## config.mk

```make
export PLATFORM = sky130hd
export DESIGN_NAME = mxs_exec
export DESIGN_NICKNAME = d
export VERILOG_FILES = /design/src/rtl/mxs_pkg.sv /design/src/rtl/mxs_exec.sv
export SDC_FILE = /design/constraint.sdc
export NUM_CORES = 1
export LEC_CHECK = 0
export ABC_CLOCK_PERIOD_IN_PS = 5220
export BUFFER_PORTS_ARGS = -buffer_cell sky130_fd_sc_hd__buf_2
export CORE_MARGIN = 1.5
export CORE_UTILIZATION = 49
export CTS_BUF_LIST = sky130_fd_sc_hd__clkbuf_2
export CTS_CLUSTER_SIZE = 12
export DETAILED_ROUTE_END_ITERATION = 8
export PLACE_DENSITY = 0.87
export RECOVER_POWER = 100
export SETUP_SLACK_MARGIN = 0.4
export SYNTH_ARGS = -nofsm -noshare
export SYNTH_HDL_FRONTEND = slang
export SYNTH_SLANG_ARGS = --single-unit
```

## constraint.sdc

```tcl
create_clock -name clock -period 5.22 [get_ports clock]
set_input_delay 0.261 -clock clock [delete_from_list [all_inputs] [get_ports clock]]
set_output_delay 0.261 -clock clock [all_outputs]
set_load 0.02 [all_outputs]
```

## src/rtl/mxs_pkg.sv

```systemverilog
// package for the swap, mask and row-step skip instruction block
// assumes a 10-bit instruction word and 4-bit data paths in the core
package mxs_pkg;

    // ------------------------------------------------------------
    // instruction word layout
    // ------------------------------------------------------------
    localparam int          INSTR_WIDTH  = 10;
    localparam int          OPCODE_LSB   = 4;
    localparam int          IMM_LSB      = 0;
    localparam logic [5:0]  OPCODE_INC   = 6'h2e;  // 1 0 1 1 1 0
    localparam logic [5:0]  OPCODE_DEC   = 6'h2d;  // decrement variant

    // ------------------------------------------------------------
    // reset values and wrap points
    // ------------------------------------------------------------
    localparam logic [3:0]  ACC_RESET    = 4'h0;
    localparam logic [3:0]  COL_RESET    = 4'h0;
    localparam logic [3:0]  ROW_RESET    = 4'h0;
    localparam logic [3:0]  ROW_ONE      = 4'h1;
    localparam logic [3:0]  ROW_INC_SKIP = 4'h0;
    localparam logic [3:0]  ROW_DEC_SKIP = 4'hf;

    // ------------------------------------------------------------
    // carriers
    // ------------------------------------------------------------
    typedef struct packed {
        logic [5:0] opcode;
        logic [3:0] imm;
    } mxs_instr_type;

    // writes to the pointer and accumulator from the rest of the core
    typedef struct packed {
        logic       acc_we;
        logic [3:0] acc_data;
        logic       col_we;
        logic [3:0] col_data;
        logic       row_we;
        logic [3:0] row_data;
    } mxs_load_type;

    typedef struct packed {
        logic [3:0] acc;
        logic [3:0] col;
        logic [3:0] row;
        logic       skip;
    } mxs_state_type;

endpackage

```

## src/rtl/mxs_exec.sv

```systemverilog
// execution logic for the swap/mask/row-step-with-skip instruction pair
// assumes one instruction per valid cycle from decode, a RAM whose read
// data follows ram_pointer in the same cycle, and one clock domain
//
// Contract
// - swap accumulator with pointed RAM nibble at once
// - column pointer becomes itself xor immediate
// - increment row; skip next when row zero
// - decrement row; skip next when row fifteen
// - increment opcode is upper six bits 101110
`timescale 1ns/10ps

module mxs_exec
    import mxs_pkg::*;
(
    // clock and reset
    input  wire logic                   clock,
    input  wire logic                   rst,
    // instruction from decode
    input  wire logic                   instr_valid,
    input  wire logic [INSTR_WIDTH-1:0] instr_word,
    // writes from the rest of the core
    input  wire mxs_load_type           core_load,
    // data RAM
    input  wire logic [3:0]             pointed_ram_nibble,
    output logic      [7:0]             ram_pointer,
    output logic                        ram_wr_en,
    output logic      [3:0]             ram_wr_data,
    // architectural state and sequencing
    output logic      [3:0]             acc_value,
    output logic      [3:0]             col_value,
    output logic      [3:0]             row_value,
    output logic                        skip_active,
    output logic                        exec_enable
);

    // ------------------------------------------------------------
    // decode
    // ------------------------------------------------------------
    mxs_state_type state_reg;
    mxs_state_type state_next;
    mxs_instr_type instr;
    logic          run;
    logic          is_inc;
    logic          is_dec;
    logic [3:0]    row_step;

    // the whole word is split into opcode and immediate fields
    assign instr  = mxs_instr_type'(instr_word);
    // a skipped slot still arrives from fetch but must not execute
    assign run    = instr_valid & ~state_reg.skip;
    assign is_inc = run & (instr.opcode == OPCODE_INC);
    assign is_dec = run & (instr.opcode == OPCODE_DEC);

    // row step result, used both for the write back and the skip test
    always_comb begin
        if (is_dec) begin
            row_step = state_reg.row - ROW_ONE;
        end else begin
            row_step = state_reg.row + ROW_ONE;
        end
    end

    // ------------------------------------------------------------
    // next state
    // ------------------------------------------------------------
    // core loads and the pair never meet in one slot in a sane core;
    // the pair wins so its swap cannot be half undone
    always_comb begin
        state_next = state_reg;
        if (instr_valid) begin
            state_next.skip = 1'b0;
        end
        if (is_inc || is_dec) begin
            state_next.acc  = pointed_ram_nibble;
            state_next.col  = state_reg.col ^ instr.imm;
            state_next.row  = row_step;
            if (is_inc) begin
                state_next.skip = (row_step == ROW_INC_SKIP);
            end else begin
                state_next.skip = (row_step == ROW_DEC_SKIP);
            end
        end else if (run) begin
            if (core_load.acc_we) begin
                state_next.acc = core_load.acc_data;
            end
            if (core_load.col_we) begin
                state_next.col = core_load.col_data;
            end
            if (core_load.row_we) begin
                state_next.row = core_load.row_data;
            end
        end
    end

    // single register stage for all state
    always_ff @(posedge clock) begin
        if (rst) begin
            state_reg <= '{acc: ACC_RESET, col: COL_RESET,
                           row: ROW_RESET, skip: 1'b0};
        end else begin
            state_reg <= state_next;
        end
    end

    // ------------------------------------------------------------
    // outputs
    // ------------------------------------------------------------
    // old accumulator goes to RAM while the old nibble comes back
    assign ram_pointer = {state_reg.col, state_reg.row};
    assign ram_wr_en   = is_inc | is_dec;
    assign ram_wr_data = state_reg.acc;
    assign acc_value   = state_reg.acc;
    assign col_value   = state_reg.col;
    assign row_value   = state_reg.row;
    assign skip_active = state_reg.skip;
    // the rest of the core gates its own writes and flags with this
    assign exec_enable = run;

    // ------------------------------------------------------------
    // checks
    // ------------------------------------------------------------
    logic pair_op;
    assign pair_op = instr_valid & ~state_reg.skip &
        (instr.opcode == OPCODE_INC || instr.opcode == OPCODE_DEC);

    chk_swap_acc_ram: assert property (
        @(posedge clock) disable iff (rst)
        pair_op |-> ram_wr_en && ram_wr_data == acc_value
            ##1 acc_value == $past(pointed_ram_nibble))
        else $error("swap did not exchange accumulator and RAM");

    chk_col_xor_imm: assert property (
        @(posedge clock) disable iff (rst)
        pair_op |=> col_value == ($past(col_value) ^ $past(instr.imm)))
        else $error("column pointer not xored with immediate");

    chk_inc_row_skip: assert property (
        @(posedge clock) disable iff (rst)
        (pair_op && instr.opcode == OPCODE_INC) |=>
            row_value == 4'($past(row_value) + 4'h1) &&
            skip_active == (row_value == 4'h0))
        else $error("increment step or its skip is wrong");

    chk_dec_row_skip: assert property (
        @(posedge clock) disable iff (rst)
        (pair_op && instr.opcode == OPCODE_DEC) |=>
            row_value == 4'($past(row_value) - 4'h1) &&
            skip_active == (row_value == 4'hf))
        else $error("decrement step or its skip is wrong");

    chk_inc_decode: assert property (
        @(posedge clock) disable iff (rst)
        (instr_valid && !skip_active &&
         instr_word[9:4] == 6'b101110) |-> ram_wr_en)
        else $error("increment opcode not recognised");

    chk_skip_no_change: assert property (
        @(posedge clock) disable iff (rst)
        (instr_valid && skip_active) |-> !ram_wr_en && !exec_enable
            ##1 $stable(acc_value) && $stable(col_value) &&
            $stable(row_value) && !skip_active)
        else $error("skipped instruction changed state");

    chk_skip_holds: assert property (
        @(posedge clock) disable iff (rst)
        (skip_active && !instr_valid) |=> skip_active)
        else $error("skip lost before the next instruction");

    chk_no_pair_no_wr: assert property (
        @(posedge clock) disable iff (rst)
        !pair_op |-> !ram_wr_en)
        else $error("RAM written outside the instruction pair");

    // ------------------------------------------------------------
    // checks on loads from the rest of the core
    // ------------------------------------------------------------
    // a load only lands in a slot that executes and is not the pair;
    // a suppressed slot must drop it, or a skip would leak state
    chk_acc_load_apply: assert property (
        @(posedge clock) disable iff (rst)
        (exec_enable && !ram_wr_en && core_load.acc_we) |=>
            acc_value == $past(core_load.acc_data))
        else $error("accumulator load not applied");

    chk_col_load_apply: assert property (
        @(posedge clock) disable iff (rst)
        (exec_enable && !ram_wr_en && core_load.col_we) |=>
            col_value == $past(core_load.col_data))
        else $error("column load not applied");

    chk_row_load_apply: assert property (
        @(posedge clock) disable iff (rst)
        (exec_enable && !ram_wr_en && core_load.row_we) |=>
            row_value == $past(core_load.row_data))
        else $error("row load not applied");

    chk_idle_no_exec: assert property (
        @(posedge clock) disable iff (rst)
        !instr_valid |-> !exec_enable && !ram_wr_en)
        else $error("execution seen in an idle slot");

    // ------------------------------------------------------------
    // checks on the RAM side and on reset
    // ------------------------------------------------------------
    // the write data must be the old accumulator, never the new one,
    // else the swap degenerates into a plain copy
    chk_wr_data_acc: assert property (
        @(posedge clock) disable iff (rst)
        ram_wr_en |-> ram_wr_data == acc_value)
        else $error("RAM write data is not the accumulator");

    chk_pointer_regs: assert property (
        @(posedge clock) disable iff (rst)
        ram_pointer == {col_value, row_value})
        else $error("RAM pointer does not follow column and row");

    // no disable here: this one watches the reset itself
    chk_reset_clear: assert property (
        @(posedge clock)
        rst |=> acc_value == ACC_RESET && col_value == COL_RESET &&
            row_value == ROW_RESET && !skip_active)
        else $error("state not cleared by reset");

endmodule

```

Yosys cells after proc, flatten, opt, wreduce, memory -nomap -nowiden
Cells that the tools add are included.
Widths: inputs -> output; s select.
{"block": "word_totals", "reg_bits": 13, "latchBits": 0, "mem_bits_rw": 0, "mem_bits_ro": 0, "input_bits": 32, "out_inout_bits": 27, "wordCells": 34, "memories": 0}
{"block": "classes", "add_sub_neg": 2, "multipliers": 0, "div": 0, "n_lt_le_gt_ge": 0, "n_eq_ne": 3, "shifts": 0, "muxes": 9, "bitwise_logic": 6, "n_reduce_logical": 10}
{"operator": "$mux 12", "n": 2}
{"operator": "$mux 4", "n": 4}
{"operator": "$eq 6x6->1 const B", "n": 2}
{"operator": "$reduce_bool 2->1", "n": 5}
{"operator": "$reduce_and 2->1", "n": 3}
{"operator": "$add 4x1->4 const B", "n": 1}
{"operator": "$eq 4x4->1 const B", "n": 1}
{"operator": "$logic_not 4->1", "n": 1}
{"operator": "$sub 4x1->4 const B", "n": 1}
{"operator": "$xor 4x4->4", "n": 1}
{"operator": "$and 1x1->1", "n": 3}
{"operator": "$mux 1", "n": 3}
{"operator": "$logic_or 1x1->1", "n": 1}
{"operator": "$not 1->1", "n": 1}
{"operator": "$or 1x1->1", "n": 1}

Logic depth before layout (Yosys ltp)
Gate-level depths: netlist (run 1).
{"block": "logic_depth", "word_depth": 7, "mapped_depth": 11, "ltp_nobuf": 10}

Worst setup path before layout (run 1)
OpenSTA, ideal clock, no wires.
{"block": "synth_timing", "path_type": "register to register", "startpoint": "register state_reg (netlist bit skip_active)", "endpoint": "register state_reg (netlist bit skip_active)", "setup_time_ps": 96, "t_arrival_ps": 2323, "t_required_ps": 5124, "path_slack_ps": 2801, "stages_incl_launch_ff": 12, "path_buffers": 1, "synth_period_minus_slack_ps": 2419, "path_cell_list": "dfxtp_1 nor2b_1 buf_4 and2_4 nand2_1 inv_1 ha_1 a21oi_2 and3_1 nor2_1 o41a_1 o41ai_2"}
{"block": "synth_via", "elab_chain_len": 7, "word_cells_on_any_way": 11, "classes_between": "1 x eq/ne; 3 x mux; 4 x bitwise; 3 x reduce/logical"}
{"item": "start: declaration", "line_no": "mxs_exec.sv:40", "text": "mxs_state_type state_reg;"}
{"item": "start signal: assignment", "line_no": "mxs_exec.sv:99", "text": "state_reg <= '{acc: ACC_RESET, col: COL_RESET,"}
{"item": "start signal: assignment", "line_no": "mxs_exec.sv:102", "text": "state_reg <= state_next;"}
{"item": "$not 1->1 *"}
{"item": "$and 1x1->1 *"}
{"item": "via exec_enable", "line_no": "mxs_exec.sv:34", "text": "output logic exec_enable"}
{"item": "$and 1x1->1", "line_no": "mxs_exec.sv:53", "text": "assign is_dec = run & (instr.opcode == OPCODE_DEC);"}
{"item": "$mux 4", "line_no": "mxs_exec.sv:57", "text": "if (is_dec) begin"}
{"item": "$eq 4x4->1 or $logic_not 4->1 (tied branches)", "line_no": "mxs_exec.sv:81, mxs_exec.sv:79"}
{"item": "$mux 1", "line_no": "mxs_exec.sv:78", "text": "if (is_inc) begin"}
{"item": "$mux 1", "line_no": "mxs_exec.sv:74", "text": "if (is_inc || is_dec) begin"}
Mark *: on every way through the listed nets, which the timed path passes. The rest lies on a longest branch.
A chain may end at the register's enable or synchronous reset.

Worst setup path after layout (run 1)
{"block": "layout_timing", "startpoint": "register state_reg (netlist bit skip_active)", "endpoint": "register state_reg (netlist bit col_value[1])"}
{"block": "layout_via", "elab_chain_len": 6, "word_cells_on_any_way": 9, "classes_between": "1 x mux; 4 x bitwise; 4 x reduce/logical"}
{"item": "$not 1->1 *"}
{"item": "$and 1x1->1 *"}
{"item": "$and 1x1->1, on equally long branches", "line_no": "mxs_exec.sv:52, mxs_exec.sv:53"}
{"item": "$logic_or 1x1->1", "line_no": "mxs_exec.sv:74"}
{"item": "$reduce_bool 2->1 (no source line)"}
{"item": "$reduce_and 2->1 (no source line)"}
Mark *: on every way between the ends. The rest lies on a longest branch, timed or not.

==> run metrics, run 1 <==
P per Cell Area=~190 mW/mm^2; prevailing post-synth register cell=dfxtp_1; post-DP HPWL=1990 um; via count=1080; GPL Wtd Cong=~0.85; Layout area overhead=15.1%; I/O pins=59; Ys Warns=0; n_diodes=0; final slew viol count=0; hold_buf cts=0; core area=just under 0.002 mm^2; syn_nets=about 160; antenna violations before repair=0; Final nets=210; Post-CTS Resized=0; crit end category=register; setup violators final=0; setup slack, reg-to-reg=2.39 ns; post-synthesis sequential area ratio=between 20% and 30%; syn avg cell area=between 8 and 9 um^2; clock latency on the worst-skew pair=~0.28 ns; minimum clock period=between 2 and 3 ns; Root Buffer=clkbuf_2; ys async rst share=0%; Slowest cell on crit path=o21ai_0; CTS Sinks=13; drt wl/cell=12.9 um; via density per instance=approximately 5.4; antenna-violating nets left=0; Mapped Area=about 0.0011 mm^2; Post-route DRC=0; Pleak=roughly 0.5 nW; Synth Area in XOR/XNOR=~2.4%; Peak Freq=around 350 MHz; Arr. time, crit path=3.04 ns; main combinational cell family by area after synthesis=compound AO/OA/AOI/OAI gates; Post-synth EDFFs=0; layout cells sized above 1=between 20% and 30%; Die W=about 50 um; Largest delay share family, worst path=compound AO/OA/AOI/OAI gates; Initial DRC Count=15; TritonCTS buffer count=3; Clock Skew=a little under 0.008 ns; post-layout util=61.0%; port buffer count=58; largest net degree at the start of global routing=18; H-tree depth=1; Initial DRT Pass Iterations=4; Netlist cell types=42; Routed Wire Length=about 2600 um; #FFs+latches synth=13; dpl cell area=approximately 0.0013 mm^2; worst-margin pin slew=roughly 0.69 ns; Hold Crit Class=primary input to register; max_cap viols=0; WP buf/inv=1; layout filler cell count=215; Crit Path Class=register to register; GRT overflow=0; Site Rows=16; multiplexer area fraction after synthesis=0%; Syn Inst Count=126; CTS tree=yes; chip height=49.3 um; Slew headroom=a little over half; die area=0.00243 mm^2; Peak VDD IR=between 0.0001 and 0.00015 V; CP max stage delay=between 0.7 and 0.8 ns; critical path required time=5.44 ns; GRT Util Overall=a little under a quarter; Starting Density=53.0%; maximum buffer depth of the clock tree=2; vias in the first global route=1031; synthesized-area fraction occupied by and/or/nand/nor cells=between 20% and 30%; Synth Area in Compound Gates=a little over a quarter; post-route cell area=0.00121 mm^2; adder-cell share of the synthesized area=between 6 and 7%; run status=completed; Clk pin slew, worst setup/hold paths=0.15 ns; CP dominant cell by count=o21ai_0; RSZ-0062 raised after global routing=false; CP Max Fanout=17; Hold Vio Cnt, Final=0; setup bufs post-CTS=0; Final period util=approximately 54%; post-route setup TNS=0 ns; first-pass GRT wire length=4310 um; critical path cell sequence=nor2b_1 > nand3_1 > clkinvlp_2 > o21ai_0 > o21ai_0 > a21oi_1; Startpoint Class=register
[where the power goes]
| part | internal (W) | total [W] | switching, W |
|---|---|---|---|
| clock network | 0.0000203 | 0.0000564 | 0.0000361 |
| logic | 0.0000243 | 0.0000653 | 0.0000410 |
| registers | 0.000105 | 0.000110 | 0.00000528 |
[per-stage QoR]
stage | setup WS (ns) | std cells | power (W) | hold slack, ns
4_1_cts | 2.42 | 199 | 0.000237 | 0.225
3_3_place_gp | 2.50 | 195 | 0.000180 | 0.478
5_1_grt | 2.01 | 199 | 0.000244 | 0.218
3_5_place_dp | 2.41 | 195 | 0.000182 | 0.500
2_1_floorplan | 2.80 | 126 | 0.000160 | 0.333
6_report | 2.39 | 199 | 0.000232 | 0.223
[routing by layer]
| layer | share of wire [%] | up-vias | wire length, um | global-route usage [%] |
|---|---|---|---|---|
| li1 | - | 528 | - | - |
| met1 | 43 | 501 | 1090 | 25.2 |
| met2 | 49 | 45 | 1250 | 38.5 |
| met3 | 5.9 | 6 | 150 | 6.13 |
| met4 | 2.4 | 0 | 62 | 12.9 |
| met5 | 0 | - | 0 | 0 |
[path summary, 6_finish.rpt]
| check | end | start | cells after the start |
|---|---|---|---|
| setup / recovery | col_value[1] | skip_active | 6 |
| hold / removal | row_value[2] | core_load[2] | 3 |
| setup reg to reg | col_value[1] | skip_active | 6 |
| hold reg to reg | col_value[2] | col_value[2] | 2 |
[area by class of cell]
class | instances | area, um^2 | share of cell area (%)
Sequential cell | 13 | 260 | 21.5
Timing Repair Buffer | 58 | 256 | 21.2
Tap cell | 27 | 33.8 | 2.79
Multi-Input combinational cell | 92 | 619 | 51.2
Inverter | 5 | 20.0 | 1.65
Clock buffer | 4 | 20.0 | 1.65
[cells by family (layout without fill, tap and decap cells)]
kind of cell | after synthesis | count (layout)
xor+xnor | 2 | 2
flops | 13 | 13
buf+inv | 21 | 67
simple gates | 50 | 50
fa+ha+maj | 5 | 5
compound gates | 35 | 35
[state kept, by name (all words and copies together), names as in the netlist]
register and cells:
skip_active 1, row_value 4, col_value 4, acc_value 4
[synthesized netlist by cell type, drive strengths merged (2+ instances only)]
cell type  instances  area, um^2
o21ai              7        38.8
nand3              2        22.5
nor2              12        45.0
a21oi              8        47.6
a21o               4        30.0
nand3b             4        30.0
dfxtp             13         260
o41ai              2        32.5
nor2b              2        12.5
ha                 4        50.1
buf               15         118
a211oi             4        30.0
and2               2        15.0
inv                4        15.0
or3                2        12.5
o21a               2        22.5
nand2             18        67.6
a311oi             5        43.8
[cells in the final DEF, fill, tap and decap left out, types with 4 or more instances in the layout]
cell,n
clkbuf_1,27
buf_2,31
ha_1,4
a21o_1,4
a311oi_1,5
inv_1,4
a21oi_1,6
a211oi_1,4
clkbuf_2,4
nand3b_1,4
dfxtp_1,13
o21ai_0,7
nor2_1,12
nand2_1,18
[worst register-to-register path: cells and delay by family, from the launching register on]
family | cells | cell delay [ns]
AOI/OAI and AO/OA | 3 | 1.12
buffers and inverters | 1 | 0.67
DFF | 1 | 0.37
and+or+nand+nor | 2 | 0.60
(Power assumes the default switching activity.)
==> inputs of run 2 (changes only) <==
--- a/config.mk
+++ b/config.mk
@@ -5,14 +5,14 @@
 export SDC_FILE = /design/constraint.sdc
 export NUM_CORES = 1
 export LEC_CHECK = 0
-export ABC_CLOCK_PERIOD_IN_PS = 5220
+export ABC_CLOCK_PERIOD_IN_PS = 2600
 export BUFFER_PORTS_ARGS = -buffer_cell sky130_fd_sc_hd__buf_2
 export CORE_MARGIN = 1.5
-export CORE_UTILIZATION = 49
+export CORE_UTILIZATION = 45
 export CTS_BUF_LIST = sky130_fd_sc_hd__clkbuf_2
 export CTS_CLUSTER_SIZE = 12
 export DETAILED_ROUTE_END_ITERATION = 8
-export PLACE_DENSITY = 0.87
+export PLACE_DENSITY = 0.81
 export RECOVER_POWER = 100
 export SETUP_SLACK_MARGIN = 0.4
 export SYNTH_ARGS = -nofsm -noshare
==> constraint.sdc (replaced) <==
create_clock -name clock -period 2.6 [get_ports clock]
set_input_delay 0.13 -clock clock [delete_from_list [all_inputs] [get_ports clock]]
set_output_delay 0.13 -clock clock [all_outputs]
set_load 0.02 [all_outputs]
==> run metrics, run 2 (synthesized netlist as in run 1, its figures left out) <==
run status=completed; CP max stage delay=0.42 ns (-0.33 ns); Site Rows=17 (+1); commonest non-fill, non-tap cells in the layout=buf_2, clkbuf_1, nand2_1; Layout area overhead=33.3%; core area=0.00221 mm^2 (+12%); Final period util=88.8% (+35 points); setup slack, reg-to-reg=0.29 ns (-2.10 ns); critical path cell sequence=nor2b_1 > and2_4 > nand2_4 > inv_4 > ha_4 > a21oi_4 > and3_4 > nor2_2 > o41a_1 > o41ai_2; Post-route DRC=0 (unchanged); GRT Util Overall=19.8% (-2.9 points); Startpoint Class=register; n_diodes=0 (unchanged); Arr. time, crit path=2.48 ns (-0.56 ns); worst-margin pin slew=0.702 ns (+0.00778 ns); Peak Freq=433 MHz (+22%); via count=1122 (+3.9%); Hold Crit Class=primary input to register; minimum clock period=2.31 ns (-0.518 ns); RSZ-0062 raised after global routing=true; switching share of power=35.0% (-0.53 points); Starting Density=47.5% (-5.5 points); antenna-violating nets left=0 (unchanged); post-route setup TNS=0 ns (unchanged); total power=0.000476 W (+110%); post-DP HPWL=2050 um (+3.0%); Routed Wire Length=2930 um (+14%); port buffer count=58 (unchanged); multi-input logic area=743 um^2 (+20%); Clock Skew=0.00995 ns (+0.00212 ns); Initial DRC Count=30 (+15); NetSw=0.000167 W (+100%); GPL Wtd Cong=0.897 (+5.4%); chip height=51.3 um (+4.1%); critical path required time=2.77 ns (-2.67 ns); largest net degree at the start of global routing=18 (unchanged); max_cap viols=0 (unchanged); worst slack, placed=0.347 ns (-2.06 ns); Internal=0.000310 W (+110%); I/O pins=59 (unchanged); drt wl/cell=14.1 um (+9.5%); vias in the first global route=987 (-4.3%); GRT overflow=0 (unchanged); first-pass GRT wire length=4000 um (-7.4%); clock network power share=21.8% (-2.5 points); CP Max Fanout=5 (-12); Clk pin slew, worst setup/hold paths=0.13 ns (-0.02 ns); H-tree depth=1 (unchanged); Initial DRT Pass Iterations=4 (unchanged); CTS Sinks=13 (unchanged); Worst Setup Slack, final=0.292 ns (-2.10 ns); CTS tree=yes; layout cells sized above 1=36.1% (+11 points); post-layout util=63.3% (+2.3 points); Sequential Power Share=46.5% (-1.0 points); crit end category=register; TritonCTS buffer count=3 (unchanged); Pleak=0.571 nW (+14%); clock latency on the worst-skew pair=0.27 ns (about the same); most common cell after layout, fill and taps aside=buf_2; Final nets=218 (+3.8%); antenna violations before repair=0 (unchanged); hold_ws=0.111 ns (-0.112 ns); Slew headroom=52.7% (-0.52 points); P per Cell Area=340 mW/mm^2 (+77%); layout filler cell count=202 (-6.0%); share of power burned in combinational logic=31.8% (+3.6 points); die area=0.00263 mm^2 (+8.3%); Hold Vio Cnt, Final=0 (unchanged); Root Buffer=clkbuf_2; hold_buf cts=0 (unchanged); final slew viol count=0 (unchanged); Peak VDD IR=0.000213 V (+100%); Slowest cell on crit path=o41a_1; setup violators final=0 (unchanged); maximum buffer depth of the clock tree=2 (unchanged); via density per instance=5.39 (-0.61%); sequential cell area=264 um^2 (+1.4%); Crit Path Class=register to register; Die W=51.3 um (+4.1%)
[run 2: changes by cell type in the layout (fill, tap and decap cells not counted), moves of 2 or more]
cell	previous run	this run
a21oi_2	2	0
a21oi_4	0	2
buf_4	0	7
ha_1	4	2
ha_4	0	2
nand2_1	18	16
nand3_1	2	0
[run 2: cell type report]
| type | count | area share (%) |
|---|---|---|
| clock buffers | 4 | 1.43 |
| inverters | 5 | 1.88 |
| multi-input cells | 92 | 53.0 |
| flip-flops and latches | 13 | 18.8 |
| well taps | 28 | 2.50 |
| repair buffers | 66 | 22.3 |
[run 2: path summary, 6_finish.rpt]
kind                                             from      endpoint  depth (start not counted)
worst max-delay path                      skip_active   skip_active                         10
worst min-delay path            pointed_ram_nibble[3]  acc_value[3]                          3
worst max register to register            skip_active   skip_active                         10
worst min register to register           col_value[2]  col_value[2]                          2
[run 2: per-stage QoR]
| stage | std cells | cell area, um^2 |
|---|---|---|
| 5_1_grt | 208 | 1400 |
| 2_1_floorplan | 126 | 1110 |
| 3_5_place_dp | 197 | 1320 |
| 6_report | 208 | 1400 |
| 4_1_cts | 201 | 1340 |
| 3_3_place_gp | 197 | 1320 |
[run 2: timing repair]
item	in CTS	in global routing
setup endpoints to repair	0	2
setup buffers	0	7
gates resized for setup	0	12
endpoints found under the hold margin	0	0
[run 2: routing by layer]
metal	vias to the layer above	track usage (%)	part of all wire, %
met1	519	22.5	39
li1	548	-	-
met5	-	0	0
met4	0	7.02	3.0
met2	47	37.7	53
met3	8	2.05	4.8
[run 2: worst max-delay path, delay by kind of cell, from the launching register on]
| family | cells | cell delay, ns |
|---|---|---|
| buffers and inverters | 1 | 0.09 |
| flip-flops | 1 | 0.36 |
| AO/OA/AOI/OAI | 3 | 0.81 |
| AND/OR/NAND/NOR | 5 | 0.72 |
| adder cells (fa/ha/maj) | 1 | 0.23 |
[run 2: power by group through the flow]
stage | combinational, W | clock (W) | sequential (W)
final | 0.000151 | 0.000104 | 0.000221
after global routing | 0.000165 | 0.000110 | 0.000223
after CTS | 0.000149 | 0.000104 | 0.000220
after global placement | 0.000144 | 0 | 0.000224
after detailed placement | 0.000149 | 0 | 0.000225
after floorplan | 0.0000895 | 0 | 0.000237
